## src/logic/ucr_params.svh

```systemverilog
// Register indices, field positions, masks and reset values of the channel register map
`ifndef UCR_PARAMS_SVH
`define UCR_PARAMS_SVH
// Register indices; byte address is four times the index
`define UCR_IDX_DATA 5'h00
`define UCR_IDX_IER 5'h01
`define UCR_IDX_FCR 5'h02
`define UCR_IDX_LCR 5'h03
`define UCR_IDX_MCR 5'h04
`define UCR_IDX_LSR 5'h05
`define UCR_IDX_MSR 5'h06
`define UCR_IDX_SPR 5'h07
`define UCR_IDX_FEATURE_CONTROL 5'h08
`define UCR_IDX_EFR 5'h09
`define UCR_IDX_EVSTAT 5'h10
`define UCR_IDX_EVMASK 5'h11
// Field positions
`define UCR_LCR_DLAB 7
`define UCR_EFR_ENH 4
`define UCR_MCR_LOOP 4
`define UCR_FCR_EN 0
`define UCR_IER_RXD 0
`define UCR_IER_TXE 1
`define UCR_IER_LINE 2
`define UCR_IER_MODEM 3
// Masks of gated, reserved and self-clearing bits
`define UCR_IER_ENH 8'hE0
`define UCR_IER_RSVD 8'h10
`define UCR_ISR_ENH 8'h30
`define UCR_FCR_ENH 8'h30
`define UCR_FCR_SELF 8'h06
`define UCR_MCR_ENH 8'hE0
// Interrupt source codes
`define UCR_SRC_LINE 4'h6
`define UCR_SRC_RXD 4'h4
`define UCR_SRC_TXE 4'h2
`define UCR_SRC_MODEM 4'h0
`define UCR_SRC_NONE 4'h1
// Event status bits
`define UCR_EV_RX 0
`define UCR_EV_TX 1
`define UCR_EV_LINE 2
`define UCR_EV_MODEM 3
`define UCR_EV_SPEC 4
// Reset values
`define UCR_RST_BYTE 8'h00
`endif

```

## src/logic/ucr_pkg.sv

```systemverilog
// Types of the channel register block
package ucr_pkg;
   typedef struct packed {
      logic wait_req;
      logic [31:0] rdata;
      logic [7:0] dll;
      logic [7:0] divisor_high;
      logic [7:0] divisor_fraction;
      logic [7:0] interrupt_enable;
      logic [7:0] fifo_control;
      logic [7:0] line_control;
      logic [7:0] modem_control;
      logic [7:0] dly;
      logic [7:0] scratch_pad;
      logic [7:0] feature_control;
      logic [7:0] enhanced_function;
      logic [7:0] tx_holding;
      logic [7:0] rx_holding;
      logic tx_load;
      logic dr;
      logic oe;
      logic pe;
      logic fe;
      logic bi;
      logic thre;
      logic xoff_flag;
      logic flow_flag;
      logic [3:0] delta;
      logic [3:0] mprev;
      logic [4:0] ev;
      logic [4:0] evmask;
      logic irq;
   } ucr_state_type;
endpackage : ucr_pkg

```

## src/logic/ucr_regs.sv

```systemverilog
// One UART channel register map behind an Avalon-MM slave
// How it works
// - With the divisor-latch bit set, indices 0, 1 and 2 reach divisor low, high and fraction.
// - With the divisor-latch bit clear, index 0 reads the received byte and writes the send byte.
// - The fraction register holds fraction, fast infrared, parity check, multidrop and polarity.
// - Interrupt enable holds four classic enables, a zero bit 4 and three enhanced enables.
// - Interrupt status gives source code, special flag, flow flag and FIFO-enabled bits.
// - With the divisor-latch bit clear, a write at index 2 reaches FIFO control with enable, two resets, DMA and two triggers.
// - Line control holds word length, stop bits, parity fields, break and divisor latch.
// - Modem control holds DTR, RTS, flow select, send now, loopback, resume, infrared, prescaler.
// - Line status reports ready, overrun, parity, framing, break, both empties and error summary.
// - Reading index 6 gives four modem change flags and four modem levels.
// - Writing index 6 loads turnaround delay and four disable bits.
// - Index 7 is a plain scratch byte with no effect on the channel.
// - Feature control holds hysteresis, infrared inversion, auto direction and trigger table.
// - Enhanced bits are writable and visible only while the enhanced enable is set.
`timescale 1ns/1ps
`include "ucr_params.svh"
module ucr_regs #(
   parameter int ADDR_W = 7
) (
   input wire logic ref_clk_i,
   input wire logic rst_n_i,
   input wire logic [ADDR_W-1:0] avs_address_i,
   input wire logic avs_read_i,
   input wire logic avs_write_i,
   input wire logic [31:0] avs_writedata_i,
   input wire logic [3:0] avs_byteenable_i,
   output logic [31:0] avs_readdata_o,
   output logic avs_waitrequest_o,
   input wire logic [7:0] rx_byte_i,
   input wire logic rx_valid_i,
   input wire logic rx_parity_err_i,
   input wire logic rx_framing_err_i,
   input wire logic rx_break_i,
   input wire logic tx_taken_i,
   input wire logic tx_shift_empty_i,
   input wire logic special_char_i,
   input wire logic flow_change_i,
   input wire logic cts_i,
   input wire logic dsr_i,
   input wire logic ri_i,
   input wire logic cd_i,
   output logic [7:0] tx_byte_o,
   output logic tx_load_o,
   output logic [15:0] divisor_o,
   output logic [7:0] divisor_fraction_o,
   output logic [7:0] line_control_o,
   output logic [7:0] modem_control_o,
   output logic [7:0] fifo_control_o,
   output logic [7:0] turnaround_delay_o,
   output logic [7:0] feature_control_o,
   output logic [7:0] enhanced_function_o,
   output logic irq_o
);
   ucr_pkg::ucr_state_type state_q;
   ucr_pkg::ucr_state_type state_d;
   logic req;
   logic acc;
   logic [4:0] idx;
   logic [7:0] wd;
   logic dlab;
   logic enh;

   // Keep gated bits when enhanced writes are off
   function automatic logic [7:0] merge(input logic [7:0] old, input logic [7:0] nw,
                                        input logic [7:0] m, input logic en);
      merge = en ? nw : ((nw & ~m) | (old & m));
   endfunction : merge

   // Hide gated bits when enhanced reads are off
   function automatic logic [7:0] gate(input logic [7:0] v, input logic [7:0] m,
                                       input logic en);
      gate = en ? v : (v & ~m);
   endfunction : gate

   // Request decode; a request is accepted when waitrequest is low
   assign req = avs_read_i | avs_write_i;
   assign acc = req & ~state_q.wait_req;
   assign idx = avs_address_i[ADDR_W-1:2];
   assign wd = avs_writedata_i[7:0];
   assign dlab = state_q.line_control[`UCR_LCR_DLAB];
   assign enh = state_q.enhanced_function[`UCR_EFR_ENH];

   // Next-state logic for the whole register file
   always_comb begin
      logic [3:0] lvl;
      logic [3:0] chg;
      logic [3:0] src;
      logic [7:0] rv;
      lvl = '0;
      chg = '0;
      src = `UCR_SRC_NONE;
      rv = `UCR_RST_BYTE;
      state_d = state_q;
      state_d.tx_load = 1'b0;
      // reset bits act for one cycle
      state_d.fifo_control = state_q.fifo_control & ~`UCR_FCR_SELF;
      state_d.wait_req = ~(req & state_q.wait_req);
      // loopback feeds modem levels from modem control
      if (state_q.modem_control[`UCR_MCR_LOOP]) begin
         lvl = {state_q.modem_control[3], state_q.modem_control[2], state_q.modem_control[0], state_q.modem_control[1]};
      end else begin
         lvl = {cd_i, ri_i, dsr_i, cts_i};
      end
      if (state_q.interrupt_enable[`UCR_IER_LINE] & (state_q.oe | state_q.pe | state_q.fe | state_q.bi)) begin
         src = `UCR_SRC_LINE;
      end else if (state_q.interrupt_enable[`UCR_IER_RXD] & state_q.dr) begin
         src = `UCR_SRC_RXD;
      end else if (state_q.interrupt_enable[`UCR_IER_TXE] & state_q.thre) begin
         src = `UCR_SRC_TXE;
      end else if (state_q.interrupt_enable[`UCR_IER_MODEM] & (|state_q.delta)) begin
         src = `UCR_SRC_MODEM;
      end
      // Read data mux, latched in the first cycle of a request
      case (idx)
         `UCR_IDX_DATA: rv = dlab ? state_q.dll : state_q.rx_holding;
         `UCR_IDX_IER: rv = dlab ? state_q.divisor_high :
                          gate(state_q.interrupt_enable & ~`UCR_IER_RSVD, `UCR_IER_ENH, enh);
         `UCR_IDX_FCR: rv = dlab ? state_q.divisor_fraction :
                          gate({{2{state_q.fifo_control[`UCR_FCR_EN]}}, state_q.flow_flag,
                                state_q.xoff_flag, src}, `UCR_ISR_ENH, enh);
         `UCR_IDX_LCR: rv = state_q.line_control;
         `UCR_IDX_MCR: rv = gate(state_q.modem_control, `UCR_MCR_ENH, enh);
         `UCR_IDX_LSR: rv = {state_q.pe | state_q.fe | state_q.bi, tx_shift_empty_i,
                             state_q.thre, state_q.bi, state_q.fe, state_q.pe,
                             state_q.oe, state_q.dr};
         `UCR_IDX_MSR: rv = {state_q.mprev, state_q.delta};
         `UCR_IDX_SPR: rv = state_q.scratch_pad;
         `UCR_IDX_FEATURE_CONTROL: rv = state_q.feature_control;
         `UCR_IDX_EFR: rv = state_q.enhanced_function;
         `UCR_IDX_EVSTAT: rv = {3'h0, state_q.ev};
         `UCR_IDX_EVMASK: rv = {3'h0, state_q.evmask};
         default: rv = `UCR_RST_BYTE;
      endcase
      if (avs_read_i & state_q.wait_req) begin
         state_d.rdata = {24'h000000, rv};
      end
      // read side effects touch only the read view
      if (acc & avs_read_i) begin
         case (idx)
            `UCR_IDX_DATA: if (!dlab) state_d.dr = 1'b0;
            `UCR_IDX_FCR: if (!dlab) begin
               state_d.xoff_flag = 1'b0;
               state_d.flow_flag = 1'b0;
            end
            `UCR_IDX_LSR: begin
               state_d.oe = 1'b0;
               state_d.pe = 1'b0;
               state_d.fe = 1'b0;
               state_d.bi = 1'b0;
            end
            `UCR_IDX_MSR: state_d.delta = 4'h0;
            default: ;
         endcase
      end
      // writes reach only the write view
      if (acc & avs_write_i & avs_byteenable_i[0]) begin
         case (idx)
            `UCR_IDX_DATA: begin
               if (dlab) begin
                  state_d.dll = wd;
               end else begin
                  state_d.tx_holding = wd;
                  state_d.tx_load = 1'b1;
                  state_d.thre = 1'b0;
               end
            end
            `UCR_IDX_IER: begin
               if (dlab) state_d.divisor_high = wd;
               else state_d.interrupt_enable = merge(state_q.interrupt_enable, wd & ~`UCR_IER_RSVD, `UCR_IER_ENH, enh);
            end
            `UCR_IDX_FCR: begin
               if (dlab) state_d.divisor_fraction = wd;
               else state_d.fifo_control = merge(state_q.fifo_control, wd, `UCR_FCR_ENH, enh);
            end
            `UCR_IDX_LCR: state_d.line_control = wd;
            `UCR_IDX_MCR: state_d.modem_control = merge(state_q.modem_control, wd, `UCR_MCR_ENH, enh);
            `UCR_IDX_MSR: if (enh) state_d.dly = wd;
            `UCR_IDX_SPR: state_d.scratch_pad = wd;
            `UCR_IDX_FEATURE_CONTROL: state_d.feature_control = wd;
            `UCR_IDX_EFR: state_d.enhanced_function = wd;
            `UCR_IDX_EVSTAT: state_d.ev = state_q.ev & ~wd[4:0];
            `UCR_IDX_EVMASK: state_d.evmask = wd[4:0];
            default: ;
         endcase
      end
      // Hardware events last, so a set wins over a clear
      if (rx_valid_i) begin
         state_d.rx_holding = rx_byte_i;
         state_d.dr = 1'b1;
         state_d.ev[`UCR_EV_RX] = 1'b1;
         if (state_q.dr) state_d.oe = 1'b1;
         if (rx_parity_err_i) state_d.pe = 1'b1;
         if (rx_framing_err_i) state_d.fe = 1'b1;
         if (rx_break_i) state_d.bi = 1'b1;
         if (state_q.dr | rx_parity_err_i | rx_framing_err_i | rx_break_i) begin
            state_d.ev[`UCR_EV_LINE] = 1'b1;
         end
      end
      if (tx_taken_i) begin
         state_d.thre = 1'b1;
         state_d.ev[`UCR_EV_TX] = 1'b1;
      end
      // change flags; ring flag on trailing edge
      chg = (state_q.mprev ^ lvl) & {1'b1, state_q.mprev[2], 2'b11};
      state_d.mprev = lvl;
      state_d.delta = state_d.delta | chg;
      if (|chg) state_d.ev[`UCR_EV_MODEM] = 1'b1;
      if (special_char_i & enh) begin
         state_d.xoff_flag = 1'b1;
         state_d.ev[`UCR_EV_SPEC] = 1'b1;
      end
      if (flow_change_i & enh) state_d.flow_flag = 1'b1;
      state_d.irq = |(state_d.ev & state_d.evmask);
      if (!rst_n_i) begin
         state_d = '0;
         state_d.wait_req = 1'b1;
         state_d.thre = 1'b1;
         state_d.mprev = lvl;
      end
   end

   // State register
   always_ff @(posedge ref_clk_i) begin
      state_q <= state_d;
   end

   // Outputs straight from the state register
   assign avs_readdata_o = state_q.rdata;
   assign avs_waitrequest_o = state_q.wait_req;
   assign tx_byte_o = state_q.tx_holding;
   assign tx_load_o = state_q.tx_load;
   assign divisor_o = {state_q.divisor_high, state_q.dll};
   assign divisor_fraction_o = state_q.divisor_fraction;
   assign line_control_o = state_q.line_control;
   assign modem_control_o = state_q.modem_control;
   assign fifo_control_o = state_q.fifo_control;
   assign turnaround_delay_o = state_q.dly;
   assign feature_control_o = state_q.feature_control;
   assign enhanced_function_o = state_q.enhanced_function;
   assign irq_o = state_q.irq;

   // send byte write raises load pulse
   a_tx_load_pulse: assert property (@(posedge ref_clk_i) disable iff (!rst_n_i)
      acc && avs_write_i && avs_byteenable_i[0] && idx == `UCR_IDX_DATA && !dlab
      |=> tx_load_o && tx_byte_o == $past(avs_writedata_i[7:0]) ##1 !tx_load_o)
      else $error("send byte write did not load once");
   a_divisor_low: assert property (@(posedge ref_clk_i) disable iff (!rst_n_i)
      acc && avs_write_i && avs_byteenable_i[0] && idx == `UCR_IDX_DATA && dlab
      |=> divisor_o[7:0] == $past(avs_writedata_i[7:0]) && !tx_load_o)
      else $error("divisor low not written");
   a_ier_bit_four: assert property (@(posedge ref_clk_i) disable iff (!rst_n_i)
      acc && avs_read_i && idx == `UCR_IDX_IER && !dlab |-> avs_readdata_o[4] == 1'b0)
      else $error("interrupt enable bit 4 not zero");
   a_enh_hidden: assert property (@(posedge ref_clk_i) disable iff (!rst_n_i)
      acc && avs_read_i && idx == `UCR_IDX_IER && !dlab && !$past(enh)
      |-> avs_readdata_o[7:5] == 3'h0)
      else $error("enhanced enables visible");
   a_lcr_write: assert property (@(posedge ref_clk_i) disable iff (!rst_n_i)
      acc && avs_write_i && avs_byteenable_i[0] && idx == `UCR_IDX_LCR
      |=> line_control_o == $past(avs_writedata_i[7:0]))
      else $error("line control not written");
   // second byte without read sets overrun
   a_overrun_set: assert property (@(posedge ref_clk_i) disable iff (!rst_n_i)
      rx_valid_i && state_q.dr |=> state_q.oe && state_q.dr)
      else $error("overrun not flagged");
   // receive FIFO reset bit lasts one cycle
   a_fifo_reset: assert property (@(posedge ref_clk_i) disable iff (!rst_n_i)
      acc && avs_write_i && avs_byteenable_i[0] && idx == `UCR_IDX_FCR && !dlab
      && avs_writedata_i[1] |=> fifo_control_o[1] ##1 !fifo_control_o[1])
      else $error("receive FIFO reset not a pulse");
   a_reset_vals: assert property (@(posedge ref_clk_i) disable iff (!rst_n_i)
      $rose(rst_n_i) |-> line_control_o == 8'h00 && fifo_control_o == 8'h00
      && modem_control_o == 8'h00 && avs_waitrequest_o)
      else $error("reset defaults wrong");
   // Bus answer one cycle after request
   a_one_wait: assert property (@(posedge ref_clk_i) disable iff (!rst_n_i)
      req && avs_waitrequest_o |=> !avs_waitrequest_o ##1 avs_waitrequest_o)
      else $error("waitrequest timing wrong");

   // Further register checks, one property per field group except two for modem control and delay
   // divisor high write
   a_divisor_high: assert property (@(posedge ref_clk_i) disable iff (!rst_n_i)
      acc && avs_write_i && avs_byteenable_i[0] && idx == `UCR_IDX_IER && dlab
      |=> divisor_o[15:8] == $past(avs_writedata_i[7:0]))
      else $error("divisor high not written");
   a_fraction_write: assert property (@(posedge ref_clk_i) disable iff (!rst_n_i)
      acc && avs_write_i && avs_byteenable_i[0] && idx == `UCR_IDX_FCR && dlab
      |=> divisor_fraction_o == $past(avs_writedata_i[7:0]))
      else $error("fraction not written");
   // interrupt enable write keeps bit 4 clear
   a_ier_write: assert property (@(posedge ref_clk_i) disable iff (!rst_n_i)
      acc && avs_write_i && avs_byteenable_i[0] && idx == `UCR_IDX_IER && !dlab && enh
      |=> state_q.interrupt_enable == ($past(avs_writedata_i[7:0]) & ~`UCR_IER_RSVD))
      else $error("interrupt enable not written");
   a_status_fifo_bits: assert property (@(posedge ref_clk_i) disable iff (!rst_n_i)
      avs_read_i && avs_waitrequest_o && idx == `UCR_IDX_FCR && !dlab
      |=> avs_readdata_o[7:6] == {2{$past(fifo_control_o[`UCR_FCR_EN])}})
      else $error("FIFO enabled bits wrong");
   // modem control write with enhanced bits open
   a_mcr_write: assert property (@(posedge ref_clk_i) disable iff (!rst_n_i)
      acc && avs_write_i && avs_byteenable_i[0] && idx == `UCR_IDX_MCR && enh
      |=> modem_control_o == $past(avs_writedata_i[7:0]))
      else $error("modem control not written");
   a_mcr_hidden: assert property (@(posedge ref_clk_i) disable iff (!rst_n_i)
      avs_read_i && avs_waitrequest_o && idx == `UCR_IDX_MCR && !enh
      |=> avs_readdata_o[7:5] == 3'h0)
      else $error("enhanced modem bits visible");
   // delay write with enhanced bits open
   a_delay_write: assert property (@(posedge ref_clk_i) disable iff (!rst_n_i)
      acc && avs_write_i && avs_byteenable_i[0] && idx == `UCR_IDX_MSR && enh
      |=> turnaround_delay_o == $past(avs_writedata_i[7:0]))
      else $error("delay register not written");
   // delay write refused with enhanced bits closed
   a_delay_gated: assert property (@(posedge ref_clk_i) disable iff (!rst_n_i)
      acc && avs_write_i && idx == `UCR_IDX_MSR && !enh
      |=> turnaround_delay_o == $past(turnaround_delay_o))
      else $error("delay register written while gated");
   a_feature_write: assert property (@(posedge ref_clk_i) disable iff (!rst_n_i)
      acc && avs_write_i && avs_byteenable_i[0] && idx == `UCR_IDX_FEATURE_CONTROL
      |=> feature_control_o == $past(avs_writedata_i[7:0]))
      else $error("feature control not written");
   a_scratch_read: assert property (@(posedge ref_clk_i) disable iff (!rst_n_i)
      avs_read_i && avs_waitrequest_o && idx == `UCR_IDX_SPR
      |=> avs_readdata_o[7:0] == $past(state_q.scratch_pad))
      else $error("scratch byte read wrong");
   a_rx_read: assert property (@(posedge ref_clk_i) disable iff (!rst_n_i)
      avs_read_i && avs_waitrequest_o && idx == `UCR_IDX_DATA && !dlab
      |=> avs_readdata_o[7:0] == $past(state_q.rx_holding))
      else $error("received byte read wrong");
   a_msr_levels: assert property (@(posedge ref_clk_i) disable iff (!rst_n_i)
      avs_read_i && avs_waitrequest_o && idx == `UCR_IDX_MSR
      |=> avs_readdata_o[7:4] == $past(state_q.mprev))
      else $error("modem levels read wrong");
   // line status read clears error bits
   a_lsr_clear: assert property (@(posedge ref_clk_i) disable iff (!rst_n_i)
      acc && avs_read_i && idx == `UCR_IDX_LSR && !rx_valid_i
      |=> !state_q.oe && !state_q.pe && !state_q.fe && !state_q.bi)
      else $error("line errors not cleared");
   // transmit FIFO reset bit lasts one cycle
   a_tx_fifo_reset: assert property (@(posedge ref_clk_i) disable iff (!rst_n_i)
      acc && avs_write_i && avs_byteenable_i[0] && idx == `UCR_IDX_FCR && !dlab
      && avs_writedata_i[2] |=> fifo_control_o[2] ##1 !fifo_control_o[2])
      else $error("transmit FIFO reset not a pulse");
   // quiet outputs after a reset edge
   a_reset_quiet: assert property (@(posedge ref_clk_i)
      !rst_n_i |=> !tx_load_o && !irq_o && divisor_o == {2{`UCR_RST_BYTE}}
      && turnaround_delay_o == `UCR_RST_BYTE)
      else $error("outputs not quiet after reset");
endmodule : ucr_regs

```

## config.mk

```make
export PLATFORM = sky130hd
export DESIGN_NAME = ucr_regs
export DESIGN_NICKNAME = d
export VERILOG_FILES = /design/src/logic/ucr_pkg.sv /design/src/logic/ucr_regs.sv
export VERILOG_INCLUDE_DIRS = /design/src /design/src/logic
export SDC_FILE = /design/constraint.sdc
export NUM_CORES = 1
export LEC_CHECK = 0
export BUFFER_PORTS_ARGS = -buffer_cell sky130_fd_sc_hd__buf_4
export CAP_MARGIN = 20
export CORE_UTILIZATION = 53
export DETAILED_ROUTE_END_ITERATION = 10
export PLACE_DENSITY_LB_ADDON = 0.15
export SYNTH_ARGS = -nofsm -noshare
export SYNTH_HDL_FRONTEND = slang
export SYNTH_SLANG_ARGS = --single-unit
```

## constraint.sdc

```tcl
create_clock -name ref_clk_i -period 2.7 [get_ports ref_clk_i]
set_input_delay 0.54 -clock ref_clk_i [delete_from_list [all_inputs] [get_ports ref_clk_i]]
set_output_delay 0.54 -clock ref_clk_i [all_outputs]
set_load 0.03 [all_outputs]
```

## Yosys cells after proc, flatten, opt, wreduce, memory -nomap -nowiden

Cells that the tools add are included.

- Bits in registers: 141
- Input bits: 67
- Output and inout bits: 115
- Word-level logic and storage cells: 148

- Equality and inequality tests: 14
- Multiplexer cells: 40
- Bitwise logic cells: 36
- Reduce and logical (&&, ||, !) cells: 28

Operators by type and width:

| kind | count |
|---|---|
| one-hot mux 8 bit (12 select lines) | 1 |
| 2-to-1 mux 8 bit | 8 |
| AND reduction 3 bit | 11 |
| 2-to-1 mux 4 bit | 6 |
| equality test 5 x 3 -> 1 bit (second input constant) | 4 |
| 2-to-1 mux 5 bit | 4 |
| 2-to-1 mux 1 bit | 16 |
| bitwise AND 1 bit | 12 |
| 2-to-1 mux 6 bit | 2 |
| nonzero test 2 bit | 6 |
| OR reduction 4 bit | 3 |
| bitwise AND 5 bit | 2 |
| equality test 5 x 2 -> 1 bit (second input constant) | 2 |
| equality test 5 x 4 -> 1 bit (second input constant) | 2 |
| equality test 5 bit (second input constant) | 2 |
| 2-to-1 mux 10 bit | 1 |
| AND reduction 2 bit | 5 |
| bitwise OR 1 bit | 9 |
| bitwise OR 4 x 8 -> 8 bit | 1 |
| bitwise OR 5 x 8 -> 8 bit | 1 |
| bitwise OR 8 x 6 -> 8 bit | 1 |
| NOT 1 bit | 6 |
| equality test 5 x 1 -> 1 bit (second input constant) | 1 |
| logical NOT 5 bit | 1 |
| 9 further kinds | 11 |

## Longest topological paths before layout

Gate-level depths: netlist (run 1).

- Word-level depth: 9
- Depth in mapped cells: 8
- Mapped depth without buffers: 5

## Least setup slack after synthesis (run 1)

No wires, ideal clock.

- Kind: input to register
- Start point: input port avs_address_i[3]
- End point: register state_q (netlist bit irq_o)
- Setup time: 120 ps
- Arrival: 1935 ps
- Data required time: 2580 ps
- Slack: 645 ps
- Stages: 6
- Path buffers: 1
- Cells stage by stage: buf_6 -> or4b_4 -> o41ai_2 -> and3_1 -> a31oi_1 -> o31a_1

- Cells in the longest elaborated chain, start to end: 7
- Elaborated cells between the ends (all ways): 13
- Those cells by class: eq/ne (2); mux (9); bitwise (1); reduce/logical (1)

Ends and longest elaborated chain:

| element | line | RTL |
|---|---|---|
| from (decl) | ucr_regs.sv:24 | `input wire logic [ADDR_W-1:0] avs_address_i,` |
| equality test 5 bit | ucr_regs.sv:159 | `case (idx)` |
| 2-to-1 mux 5 bit | ucr_regs.sv:159 |  |
| 2-to-1 mux 10 bit (*) | ucr_regs.sv:158 | `if (acc & avs_write_i & avs_byteenable_i[0]) begin` |
| 2-to-1 mux 1 bit | ucr_regs.sv:197 | `if (state_q.dr \| rx_parity_err_i \| rx_framing_err_i \| rx_break_i) begin` |
| 2-to-1 mux 1 bit | ucr_regs.sv:189 | `if (rx_valid_i) begin` |
| bitwise AND 5 bit (*) | ucr_regs.sv:215 | `state_d.irq = \|(state_d.ev & state_d.evmask);` |
| OR reduction 5 bit (*) | ucr_regs.sv:215 |  |
| to (signal assigned) | ucr_regs.sv:226 | `state_q <= state_d;` |
| to (decl) | ucr_regs.sv:56 | `ucr_pkg::ucr_state_type state_q;` |

Mark *: on every way between the ends. The rest lies on a longest branch, timed or not.
A chain may end at the register's enable or synchronous reset.

## Final worst setup path (run 1)

- Start point: register state_q (netlist bit line_control_o[7])
- End point: register state_q (netlist bit avs_readdata_o[0])

- Cells in the longest elaborated chain, start to end: 2
- Elaborated cells between the ends (all ways): 4
- Those cells by class: mux (4)

Ends and longest elaborated chain:

| element | line | RTL |
|---|---|---|
| 2-to-1 mux 8 bit (on tied branches) | ucr_regs.sv:120, ucr_regs.sv:117, ucr_regs.sv:118 |  |
| one-hot mux 8 bit (12 select lines) (*) | ucr_regs.sv:116 | `case (idx)` |

Marked as above.

==> results of run 1 <==
-- state kept, by name, indices dropped and copies added, names as in the netlist --
| name | cells |
|---|---|
| turnaround_delay_o | 8 |
| state_q | 49 |
| divisor_o | 16 |
| irq_o | 1 |
| tx_byte_o | 8 |
| enhanced_function_o | 8 |
| modem_control_o | 8 |
| avs_readdata_o | 8 |
| fifo_control_o | 8 |
| tx_load_o | 1 |
| feature_control_o | 8 |
| avs_waitrequest_o | 1 |
| divisor_fraction_o | 8 |
| line_control_o | 8 |
-- layout make-up --
type                            count  area share, %
Clock buffer                       21          5.833
Multi-Input combinational cell    506          39.64
Sequential cell                   140          34.75
Timing Repair Buffer              153          14.71
Tap cell                          172          2.668
Clock inverter                     10          2.017
Inverter                            8         0.3878
-- per-layer routing --
metal  global-route usage, %  up-vias  part of all wire, %
met4                   15.19        0                  3.7
li1                        -     2694                    -
met1                   40.76     2814                   43
met2                   51.12      286                   47
met5                       0        -                    0
met3                   5.407       48                  6.8
-- per-stage QoR --
stage                     setup WS (ns)  instances  util, %  instance area, um2
final                            0.6546       1010    63.14                8065
after global placement           0.2709        979    58.18                7432
after detailed placement         0.2596        979    58.18                7432
after floorplan                  0.6449        820        -                7104
after CTS                        0.6602       1010    63.14                8065
after global routing             0.5575       1010    63.14                8065
-- kinds of logic after synthesis --
kind of cell,after synthesis,share of synthesized area (%)
multiplexers,106,15.28
buffers and inverters,174,15.78
XOR/XNOR,3,0.3745
AO/OA/AOI/OAI,98,9.485
AND/OR/NAND/NOR,275,19.09
flip-flops,140,39.94
other,1,0.05343
-- where the power goes --
part	internal, uW	leakage (uW)	switching (uW)
combinational	106	0.00215	237
sequential	2090	0.00113	23.3
clock	1610	0.000306	887
-- final timing paths --
kind                                   from                        endpoint  slack, ns  cells after the start
max          line_control_o[7]$_SDFFE_PN0P_  avs_readdata_o[0]$_SDFFE_PN0P_       0.65                      6
min                              tx_taken_i        state_q[21]$_SDFFE_PP1P_       0.33                      2
max reg2reg  line_control_o[7]$_SDFFE_PN0P_  avs_readdata_o[0]$_SDFFE_PN0P_       0.65                      6
min reg2reg  fifo_control_o[6]$_SDFFE_PN0P_  fifo_control_o[6]$_SDFFE_PN0P_       0.46                      2
-- placed cells by master, fill, tap and decap left out, types with 4 or more instances in the layout --
cell type,netlist,layout
a21oi_1,37,37
a22oi_1,5,5
a32o_1,4,4
a41oi_1,5,5
and2_1,9,9
and3_1,5,5
buf_4,113,150
bufinv_16,0,4
clkbuf_16,0,17
conb_1,1,24
dfxtp_1,140,140
inv_1,7,7
mux2_2,9,9
mux2i_1,97,97
nand2_1,49,49
nand3_1,55,55
nand4_1,14,14
nor2_1,105,105
nor3_1,5,5
o21ai_0,13,13
o2bb2ai_1,4,4
-- worst register-to-register path, stage by stage, from the launching register on --
cell and delay (ns):
dfxtp_1 0.54, buf_12 0.26, mux2_2 0.41, nand3_1 0.12, nand4_1 0.14, nor3_1 0.23, a41oi_1 0.18
==> flow_metrics.py, run 1 <==
metrics = {
    "status": {
        "outcome": "finished clean",
    },
    "synth": {
        "synth_top_area_cell": "dfxtp_1",
        "yosys_most_used_dff": "dfxtp_1",
        "synth-edff-count": 0,
        "syn_area_mm2": 0.007018,
        "yosysMostFrequentCell": "dfxtp_1",
        "synth_area_per_cell_um2": 8.805,
        "syn_inst": 797,
        "yosysTopAreaCellShare_pct": 39.94,
        "ys_top_cells_by_area": "dfxtp_1 40%, mux2i_1 14%, buf_4 12%",
        "synthArstFlopShare_pct": 0,
        "synth_common_cells": "140 x dfxtp_1, 113 x buf_4, 105 x nor2_1, 97 x mux2i_1, 55 x nand3_1",
        "synth-warning-count": 0,
        "synth_seq_cells": 140,
        "synth_cell_types": 62,
        "synth_seq_area_share_pct": 39.94,
    },
    "final_layout": {
        "nets": 893,
        "layout.filler_cells": 1108,
        "multi_input_area_mm2": 0.003197,
        "regArea_mm2": 0.002803,
        "antennaDiodeCount": 0,
        "layout-drive-gt1-share_pct": 24.82,
        "areaGrowthSynthToFinish_pct": 14.92,
    },
    "sta": {
        "fin_crit_ns": 2.045,
        "slew_viol_final": 0,
        "worst_pin_slew_ns": 0.5660,
        "rsz0062_at_grt": "false",
        "fin_tns_setup_ns": 0,
        "finClkSkew_ns": 0.005219,
        "post-route-period-util_pct": 75.76,
        "setup_viol": 0,
        "relSlewSlack_pct": 62.27,
        "fmax_ghz": 0.4889,
        "finalHoldWorstSlack_ns": 0.3308,
        "hold_viol_final": 0,
    },
    "clock_network": {
        "worstSkewPairLatency_ns": 0.42,
        "cts_sinks": 140,
        "htree_levels": 4,
        "clkTransAtPathRegs_ns": 0.06,
        "numCtsBuffers": 17,
        "cts.path.max_buffers": 2,
        "cts_hold_buf": 0,
        "cts_resized": 0,
        "postCtsSetupBuffers": 0,
        "cts-root-buf": "clkbuf_16",
        "cts_tree": "yes",
    },
    "floorplan": {
        "rows": 41,
        "start_util_pct": 54.94,
        "die_w_um": 117.1,
        "io_pins": 182,
        "core_area_mm2": 0.01277,
        "die_area_mm2": 0.01371,
        "die-height_um": 117.1,
    },
    "power_and_ir_drop": {
        "p_total_uw": 4963,
        "power_density_mw_per_mm2": 615.4,
        "ir_worst_vdd_mv": 0.4536,
        "leakage_uw": 0.003590,
    },
    "setup_path": {
        "arrival_ns": 2.31,
        "critPathKind": "reg2reg",
        "start_kind": "flop",
        "critPathBufInv": 1,
        "worst_path_max_delay_cell": "dfxtp_1",
        "path_max_fanout": 31,
        "critical_path.max_stage_delay_ns": 0.54,
        "end_kind": "flop",
        "cp_top_family": "flip-flops",
        "required_ns": 2.97,
        "path_cells": "buf_12 > mux2_2 > nand3_1 > nand4_1 > nor3_1 > a41oi_1",
    },
    "routing": {
        "drtPass1Iterations": 6,
        "vias": 5842,
        "wirelength_um": 20580,
        "wl_per_cell_um": 20.38,
        "drtIter0Drc": 478,
        "vias_per_cell": 5.784,
        "drc": 0,
        "drtAntennaViolNets": 0,
    },
    "global_routing": {
        "grt_util_all_layers_pct": 31.49,
        "grt_pass1_wl_um": 31080,
        "grt_max_degree": 95,
        "grt-ovfl-total": 0,
        "antenna_found_initial": 0,
        "grt_pass1_vias": 5486,
    },
    "place": {
        "port_buffers": 128,
        "place.gp.congestion": 0.8969,
        "dpl.hpwl_um": 14850,
    },
    "min_path": {
        "hp-class": "in2reg",
    },
    "run": {
        "drv_cap": 0,
    },
}
Note: power is estimated with default switching activity, not from simulation.
==> run 2, diff against run 1 <==
--- a/config.mk
+++ b/config.mk
@@ -8,7 +8,7 @@
 export LEC_CHECK = 0
 export BUFFER_PORTS_ARGS = -buffer_cell sky130_fd_sc_hd__buf_4
 export CAP_MARGIN = 20
-export CORE_UTILIZATION = 53
+export CORE_UTILIZATION = 48
 export DETAILED_ROUTE_END_ITERATION = 10
 export PLACE_DENSITY_LB_ADDON = 0.15
 export SYNTH_ARGS = -nofsm -noshare
==> constraint.sdc (replaced) <==
create_clock -name ref_clk_i -period 1.7 [get_ports ref_clk_i]
set_input_delay 0.34 -clock ref_clk_i [delete_from_list [all_inputs] [get_ports ref_clk_i]]
set_output_delay 0.34 -clock ref_clk_i [all_outputs]
set_load 0.03 [all_outputs]
==> run 2 against run 1 <==
Setup slack got worse by 0.60 ns. Die area grew 10%. Clock skew is essentially flat. Hold slack lost 0.20 ns. Clock-buffer cell count shrank 2. Final cell count rose by 9.5%. Combinational power grew 97%. Non-clock buffer count increased by 89. Critical endpoint is now avs_readdata_o[2]$_SDFFE_PN0P_. Largest cell class unchanged. Largest power group unchanged.
==> flow_metrics.py, run 2 (synthesis results as in run 1) <==
metrics = {
    "power_and_ir_drop": {
        "ir_worst_vdd_mv": 0.7628,
        "p_total_uw": 7851,
        "leakage_uw": 0.004084,
        "power_density_mw_per_mm2": 877.2,
    },
    "routing": {
        "wirelength_um": 23010,
        "drtIter0Drc": 535,
        "vias_per_cell": 5.560,
        "drc": 0,
        "vias": 6149,
        "drtPass1Iterations": 6,
        "wl_per_cell_um": 20.81,
        "drtAntennaViolNets": 0,
    },
    "place": {
        "place.gp.congestion": 0.9470,
        "port_buffers": 128,
        "dpl.hpwl_um": 17130,
        "placed_cell_area_mm2": 0.008250,
    },
    "clock_network": {
        "cts_tree": "yes",
        "worstSkewPairLatency_ns": 0.43,
        "htree_levels": 4,
        "cts_sinks": 140,
        "cts.path.max_buffers": 2,
        "clkTransAtPathRegs_ns": 0.06,
        "cts-root-buf": "clkbuf_16",
        "numCtsBuffers": 17,
    },
    "floorplan": {
        "io_pins": 182,
        "die_w_um": 122.9,
        "die_area_mm2": 0.01511,
        "die-height_um": 122.9,
        "rows": 43,
        "core_area_mm2": 0.01410,
        "start_util_pct": 49.79,
    },
    "setup_path": {
        "cp_top_family": "simple AND/OR/NAND/NOR gates",
        "path_max_fanout": 3,
        "path_cells": "or3_1 > or2_2 > a21oi_2 > a221o_1 > a41oi_1",
        "critPathBufInv": 0,
        "start_kind": "flop",
        "end_kind": "flop",
        "required_ns": 2.00,
        "critical_path.max_stage_delay_ns": 0.40,
        "worst_path_max_delay_cell": "or3_1",
        "arrival_ns": 1.95,
        "critPathKind": "reg2reg",
    },
    "global_routing": {
        "grt-ovfl-total": 0,
        "grt_pass1_vias": 5724,
        "grt_pass1_wl_um": 34330,
        "grt_util_all_layers_pct": 31.74,
        "grt_max_degree": 30,
        "antenna_found_initial": 0,
    },
    "final_layout": {
        "layout.filler_cells": 1218,
        "fin_area_mm2": 0.008950,
        "areaGrowthSynthToFinish_pct": 27.53,
        "final_common_cell": "buf_4",
        "regMostFlops": "state_q",
        "largest_register_ffs": 49,
        "multi_input_area_mm2": 0.003308,
        "mostFrequentLayoutCells": "229 x buf_4, 136 x dfxtp_1, 104 x nor2_1, 96 x mux2i_1, 55 x nand3_1",
        "nets": 982,
        "regArea_mm2": 0.002808,
        "layout-drive-gt1-share_pct": 34.34,
        "antennaDiodeCount": 0,
    },
    "status": {
        "outcome": "finished clean",
    },
    "sta": {
        "hold_viol_final": 0,
        "finClkSkew_ns": 0.005526,
        "fin_tns_setup_ns": 0,
        "fin_crit_ns": 1.650,
        "relSlewSlack_pct": 64.36,
        "post-route-period-util_pct": 97.06,
        "worst_pin_slew_ns": 0.5277,
        "fmax_ghz": 0.6060,
        "slew_viol_final": 0,
        "setup_viol": 0,
    },
    "min_path": {
        "hp-class": "in2reg",
    },
    "run": {
        "drv_cap": 0,
    },
}
-- run 2: metal layers --
layer	vias up	track usage, %	routed length (um)
li1	2878	-	-
met1	2962	42.39	10180
met5	-	0	0
met3	41	8.718	1663
met4	0	11.28	543
met2	268	48.95	10630
-- run 2: per-stage QoR --
| stage | instances | utilization, % | setup WS (ns) | hold WS, ns |
|---|---|---|---|---|
| 5_1_grt | 1106 | 63.49 | -0.003414 | 0.1082 |
| 3_5_place_dp | 1076 | 58.53 | -0.3157 | 0.4564 |
| 4_1_cts | 1106 | 62.89 | -0.01546 | 0.1141 |
| 2_1_floorplan | 820 | - | -0.1517 | 0.4263 |
| 3_3_place_gp | 1076 | 58.53 | -0.2977 | 0.4478 |
| 6_report | 1106 | 63.49 | 0.04993 | 0.1313 |
-- run 2: worst reg2reg max path: cells and delay by family, from the launching register on --
kind	cells	cell delay, ns
AO/OA/AOI/OAI	3	0.48
AND/OR/NAND/NOR	2	0.73
flip-flops	1	0.31
-- run 2: final cells by class --
class,instances,share of cell area (%)
Clock inverter,11,1.622
Clock buffer,19,5.061
Sequential cell,140,31.37
Tap cell,180,2.516
Multi-Input combinational cell,506,36.96
Timing Repair Buffer,242,22.12
Inverter,8,0.3495
-- run 2: what timing repair did --
action | CTS | global route
hold buffers | 0 | 0
setup endpoints to repair | 4 | 13
resized for setup | 5 | 18
pin swaps | 0 | 5
setup buffers | 0 | 0
-- run 2: where the power goes --
part | total [uW] | internal (uW) | switching, uW
registers | 3360 | 3330 | 34.8
logic | 677 | 256 | 421
clock network | 3810 | 2360 | 1450
-- run 2: worst paths after layout --
path / start / endpoint / slack [ns] / depth (start not counted)
hold / removal: tx_taken_i / state_q[21]$_SDFFE_PP1P_ / 0.13 / 2
hold reg to reg: fifo_control_o[5]$_SDFFE_PN0P_ / fifo_control_o[5]$_SDFFE_PN0P_ / 0.46 / 2
setup / recovery: state_q[22]$_SDFF_PN0_ / avs_readdata_o[2]$_SDFFE_PN0P_ / 0.05 / 5
setup reg to reg: state_q[22]$_SDFF_PN0_ / avs_readdata_o[2]$_SDFFE_PN0P_ / 0.05 / 5
==> run 3, diff against run 2 <==
--- a/config.mk
+++ b/config.mk
@@ -6,10 +6,10 @@
 export SDC_FILE = /design/constraint.sdc
 export NUM_CORES = 1
 export LEC_CHECK = 0
-export BUFFER_PORTS_ARGS = -buffer_cell sky130_fd_sc_hd__buf_4
 export CAP_MARGIN = 20
-export CORE_UTILIZATION = 48
+export CORE_UTILIZATION = 55
 export DETAILED_ROUTE_END_ITERATION = 10
+export DONT_BUFFER_PORTS = 1
 export PLACE_DENSITY_LB_ADDON = 0.15
 export SYNTH_ARGS = -nofsm -noshare
 export SYNTH_HDL_FRONTEND = slang
==> run 3 against run 2 <==
The run now ends with negative setup slack left. Design area decreased by 10%. Sequential cell count unchanged. Non-clock buffer count decreased by 115. Register-to-register slack got worse by 0.07 ns. Fmax decreased by 4.2%. Clock-buffer cell count unchanged. Largest power group unchanged. Global-route usage increased by 2.2 points. Clock skew increased by 0.0018 ns. Hold slack got worse by 0.11 ns. Total power decreased by 0.87%. Core utilization increased by 2.5 points.
==> flow_metrics.py, run 3 (synthesis results as in run 1) <==
metrics = {
    "final_layout": {
        "layout-drive-gt1-share_pct": 25.71,
        "fin_area_mm2": 0.008054,
        "layout.filler_cells": 1061,
        "mostFrequentLayoutCells": "135 x dfxtp_1, 118 x buf_4, 104 x nor2_1, 97 x mux2i_1, 53 x nand3_1",
        "nets": 867,
        "fin_cells": 981,
        "regMostFlops": "state_q",
        "largest_register_ffs": 49,
        "areaGrowthSynthToFinish_pct": 14.76,
        "antennaDiodeCount": 0,
        "final_common_cell": "dfxtp_1",
    },
    "sta": {
        "worst_pin_slew_ns": 0.5957,
        "slew_viol_final": 0,
        "rsz0062_at_grt": "true",
        "relSlewSlack_pct": 59.77,
        "hold_viol_final": 0,
        "finClkSkew_ns": 0.007302,
        "fmax_ghz": 0.5803,
        "post-route-period-util_pct": 101.4,
        "fin_ws_ns": -0.02326,
        "fin_crit_ns": 1.723,
        "setup_viol": 1,
    },
    "setup_path": {
        "path_max_fanout": 2,
        "critPathKind": "reg2reg",
        "required_ns": 2.01,
        "arrival_ns": 2.03,
        "end_kind": "flop",
        "start_kind": "flop",
    },
    "global_routing": {
        "grt_pass1_wl_um": 32620,
        "grt_max_degree": 60,
        "antenna_found_initial": 0,
        "grt-ovfl-total": 0,
        "grt_util_all_layers_pct": 33.96,
        "grt_pass1_vias": 5611,
    },
    "clock_network": {
        "cts-root-buf": "clkbuf_16",
        "cts.path.max_buffers": 2,
        "worstSkewPairLatency_ns": 0.42,
        "numCtsBuffers": 17,
        "clkTransAtPathRegs_ns": 0.06,
        "htree_levels": 4,
        "cts_sinks": 140,
        "cts_tree": "yes",
    },
    "place": {
        "dp.cells": 948,
        "placed_cell_area_mm2": 0.007291,
        "place.gp.congestion": 0.9455,
        "port_buffers": 0,
        "dpl.hpwl_um": 16080,
    },
    "power_and_ir_drop": {
        "leakage_uw": 0.003509,
        "power_density_mw_per_mm2": 966.3,
        "ir_worst_vdd_mv": 0.8320,
    },
    "routing": {
        "vias_per_cell": 5.884,
        "drc": 0,
        "vias": 5772,
        "drtIter0Drc": 458,
        "wl_met2_um": 9995,
        "dr_wl_met3_um": 1771,
        "wirelength_um": 21740,
        "met1_length_um": 9417,
        "drtAntennaViolNets": 0,
        "topRoutingLayerUsed": "met4",
        "drtPass1Iterations": 4,
        "wl_per_cell_um": 22.16,
    },
    "floorplan": {
        "core_area_mm2": 0.01221,
        "die_w_um": 115.0,
        "die-height_um": 115.0,
        "rows": 40,
        "start_util_pct": 57.47,
        "io_pins": 182,
        "die_area_mm2": 0.01322,
    },
    "status": {
        "violations": "negative setup slack",
        "outcome": "finished with violations",
    },
    "min_path": {
        "hp-class": "in2reg",
    },
    "run": {
        "drv_cap": 0,
    },
}
run 3: changes by cell type in the layout (fill, tap and decap cells not counted), sizes merged:
cell,delta
clkinvlp,-2
bufinv,+1
inv,+3
buf,-115
run 3: critical path, cell delays in order (launching register included):
cell and delay [ns]:
dfxtp_1 0.31, or4_1 0.63, a21oi_1 0.26, o22ai_1 0.12
o31a_1 0.28
run 3: path summary, 6_finish.rpt:
check | to | depth (start not counted) | start | slack (ns)
worst max-delay path | irq_o$_SDFF_PN0_ | 4 | state_q[26]$_SDFFE_PN0P_ | -0.02
worst min-delay path | state_q[21]$_SDFFE_PP1P_ | 1 | tx_taken_i | 0.02
worst max register to register | irq_o$_SDFF_PN0_ | 4 | state_q[26]$_SDFFE_PN0P_ | -0.02
worst min register to register | state_q[19]$_SDFFE_PN0P_ | 2 | state_q[19]$_SDFFE_PN0P_ | 0.48
run 3: per-stage QoR:
| stage | total power (uW) | util [%] | hold slack, ns | worst slack, ns | setup TNS, ns |
|---|---|---|---|---|---|
| after detailed placement | 3871 | 59.70 | 0.4308 | -0.3666 | -3.139 |
| after global placement | 3865 | 59.70 | 0.4275 | -0.3768 | -2.883 |
| after floorplan | 3802 | - | 0.4263 | -0.1517 | -1.286 |
| final | 7783 | 65.95 | 0.02118 | -0.02326 | -0.02326 |
| after CTS | 7780 | 65.25 | 0.01162 | -0.004544 | -0.004544 |
| after global routing | 7957 | 65.95 | 0.01211 | -0.03946 | -0.07431 |
run 3: layout make-up:
cell class / instances / area (um2) / area share [%]
Tap cell: 168 / 210.2 / 2.610
Inverter: 8 / 31.28 / 0.3884
Sequential cell: 140 / 2811 / 34.91
Multi-Input combinational cell: 506 / 3323 / 41.26
Timing Repair Buffer: 127 / 1049 / 13.02
Clock inverter: 13 / 186.4 / 2.315
Clock buffer: 19 / 442.9 / 5.499
run 3: repair_timing:
| item | CTS | global route |
|---|---|---|
| endpoints found under the setup margin | 14 | 17 |
| endpoints found under the hold margin | 0 | 0 |
| setup buffers | 1 | 0 |
| hold buffers | 0 | 0 |
| pin swaps | 4 | 6 |
| gates resized for setup | 11 | 19 |
run 3: per-layer routing:
| metal | vias up | global-route usage [%] |
|---|---|---|
| met1 | 2834 | 43.90 |
| met5 | - | 0 |
| li1 | 2637 | - |
| met4 | 0 | 12.90 |
| met2 | 263 | 53.69 |
| met3 | 38 | 9.805 |
run 3: report_power, final:
| part | switching (uW) | internal [uW] |
|---|---|---|
| registers | 35.4 | 3330 |
| logic | 290 | 172 |
| clock network | 1460 | 2500 |
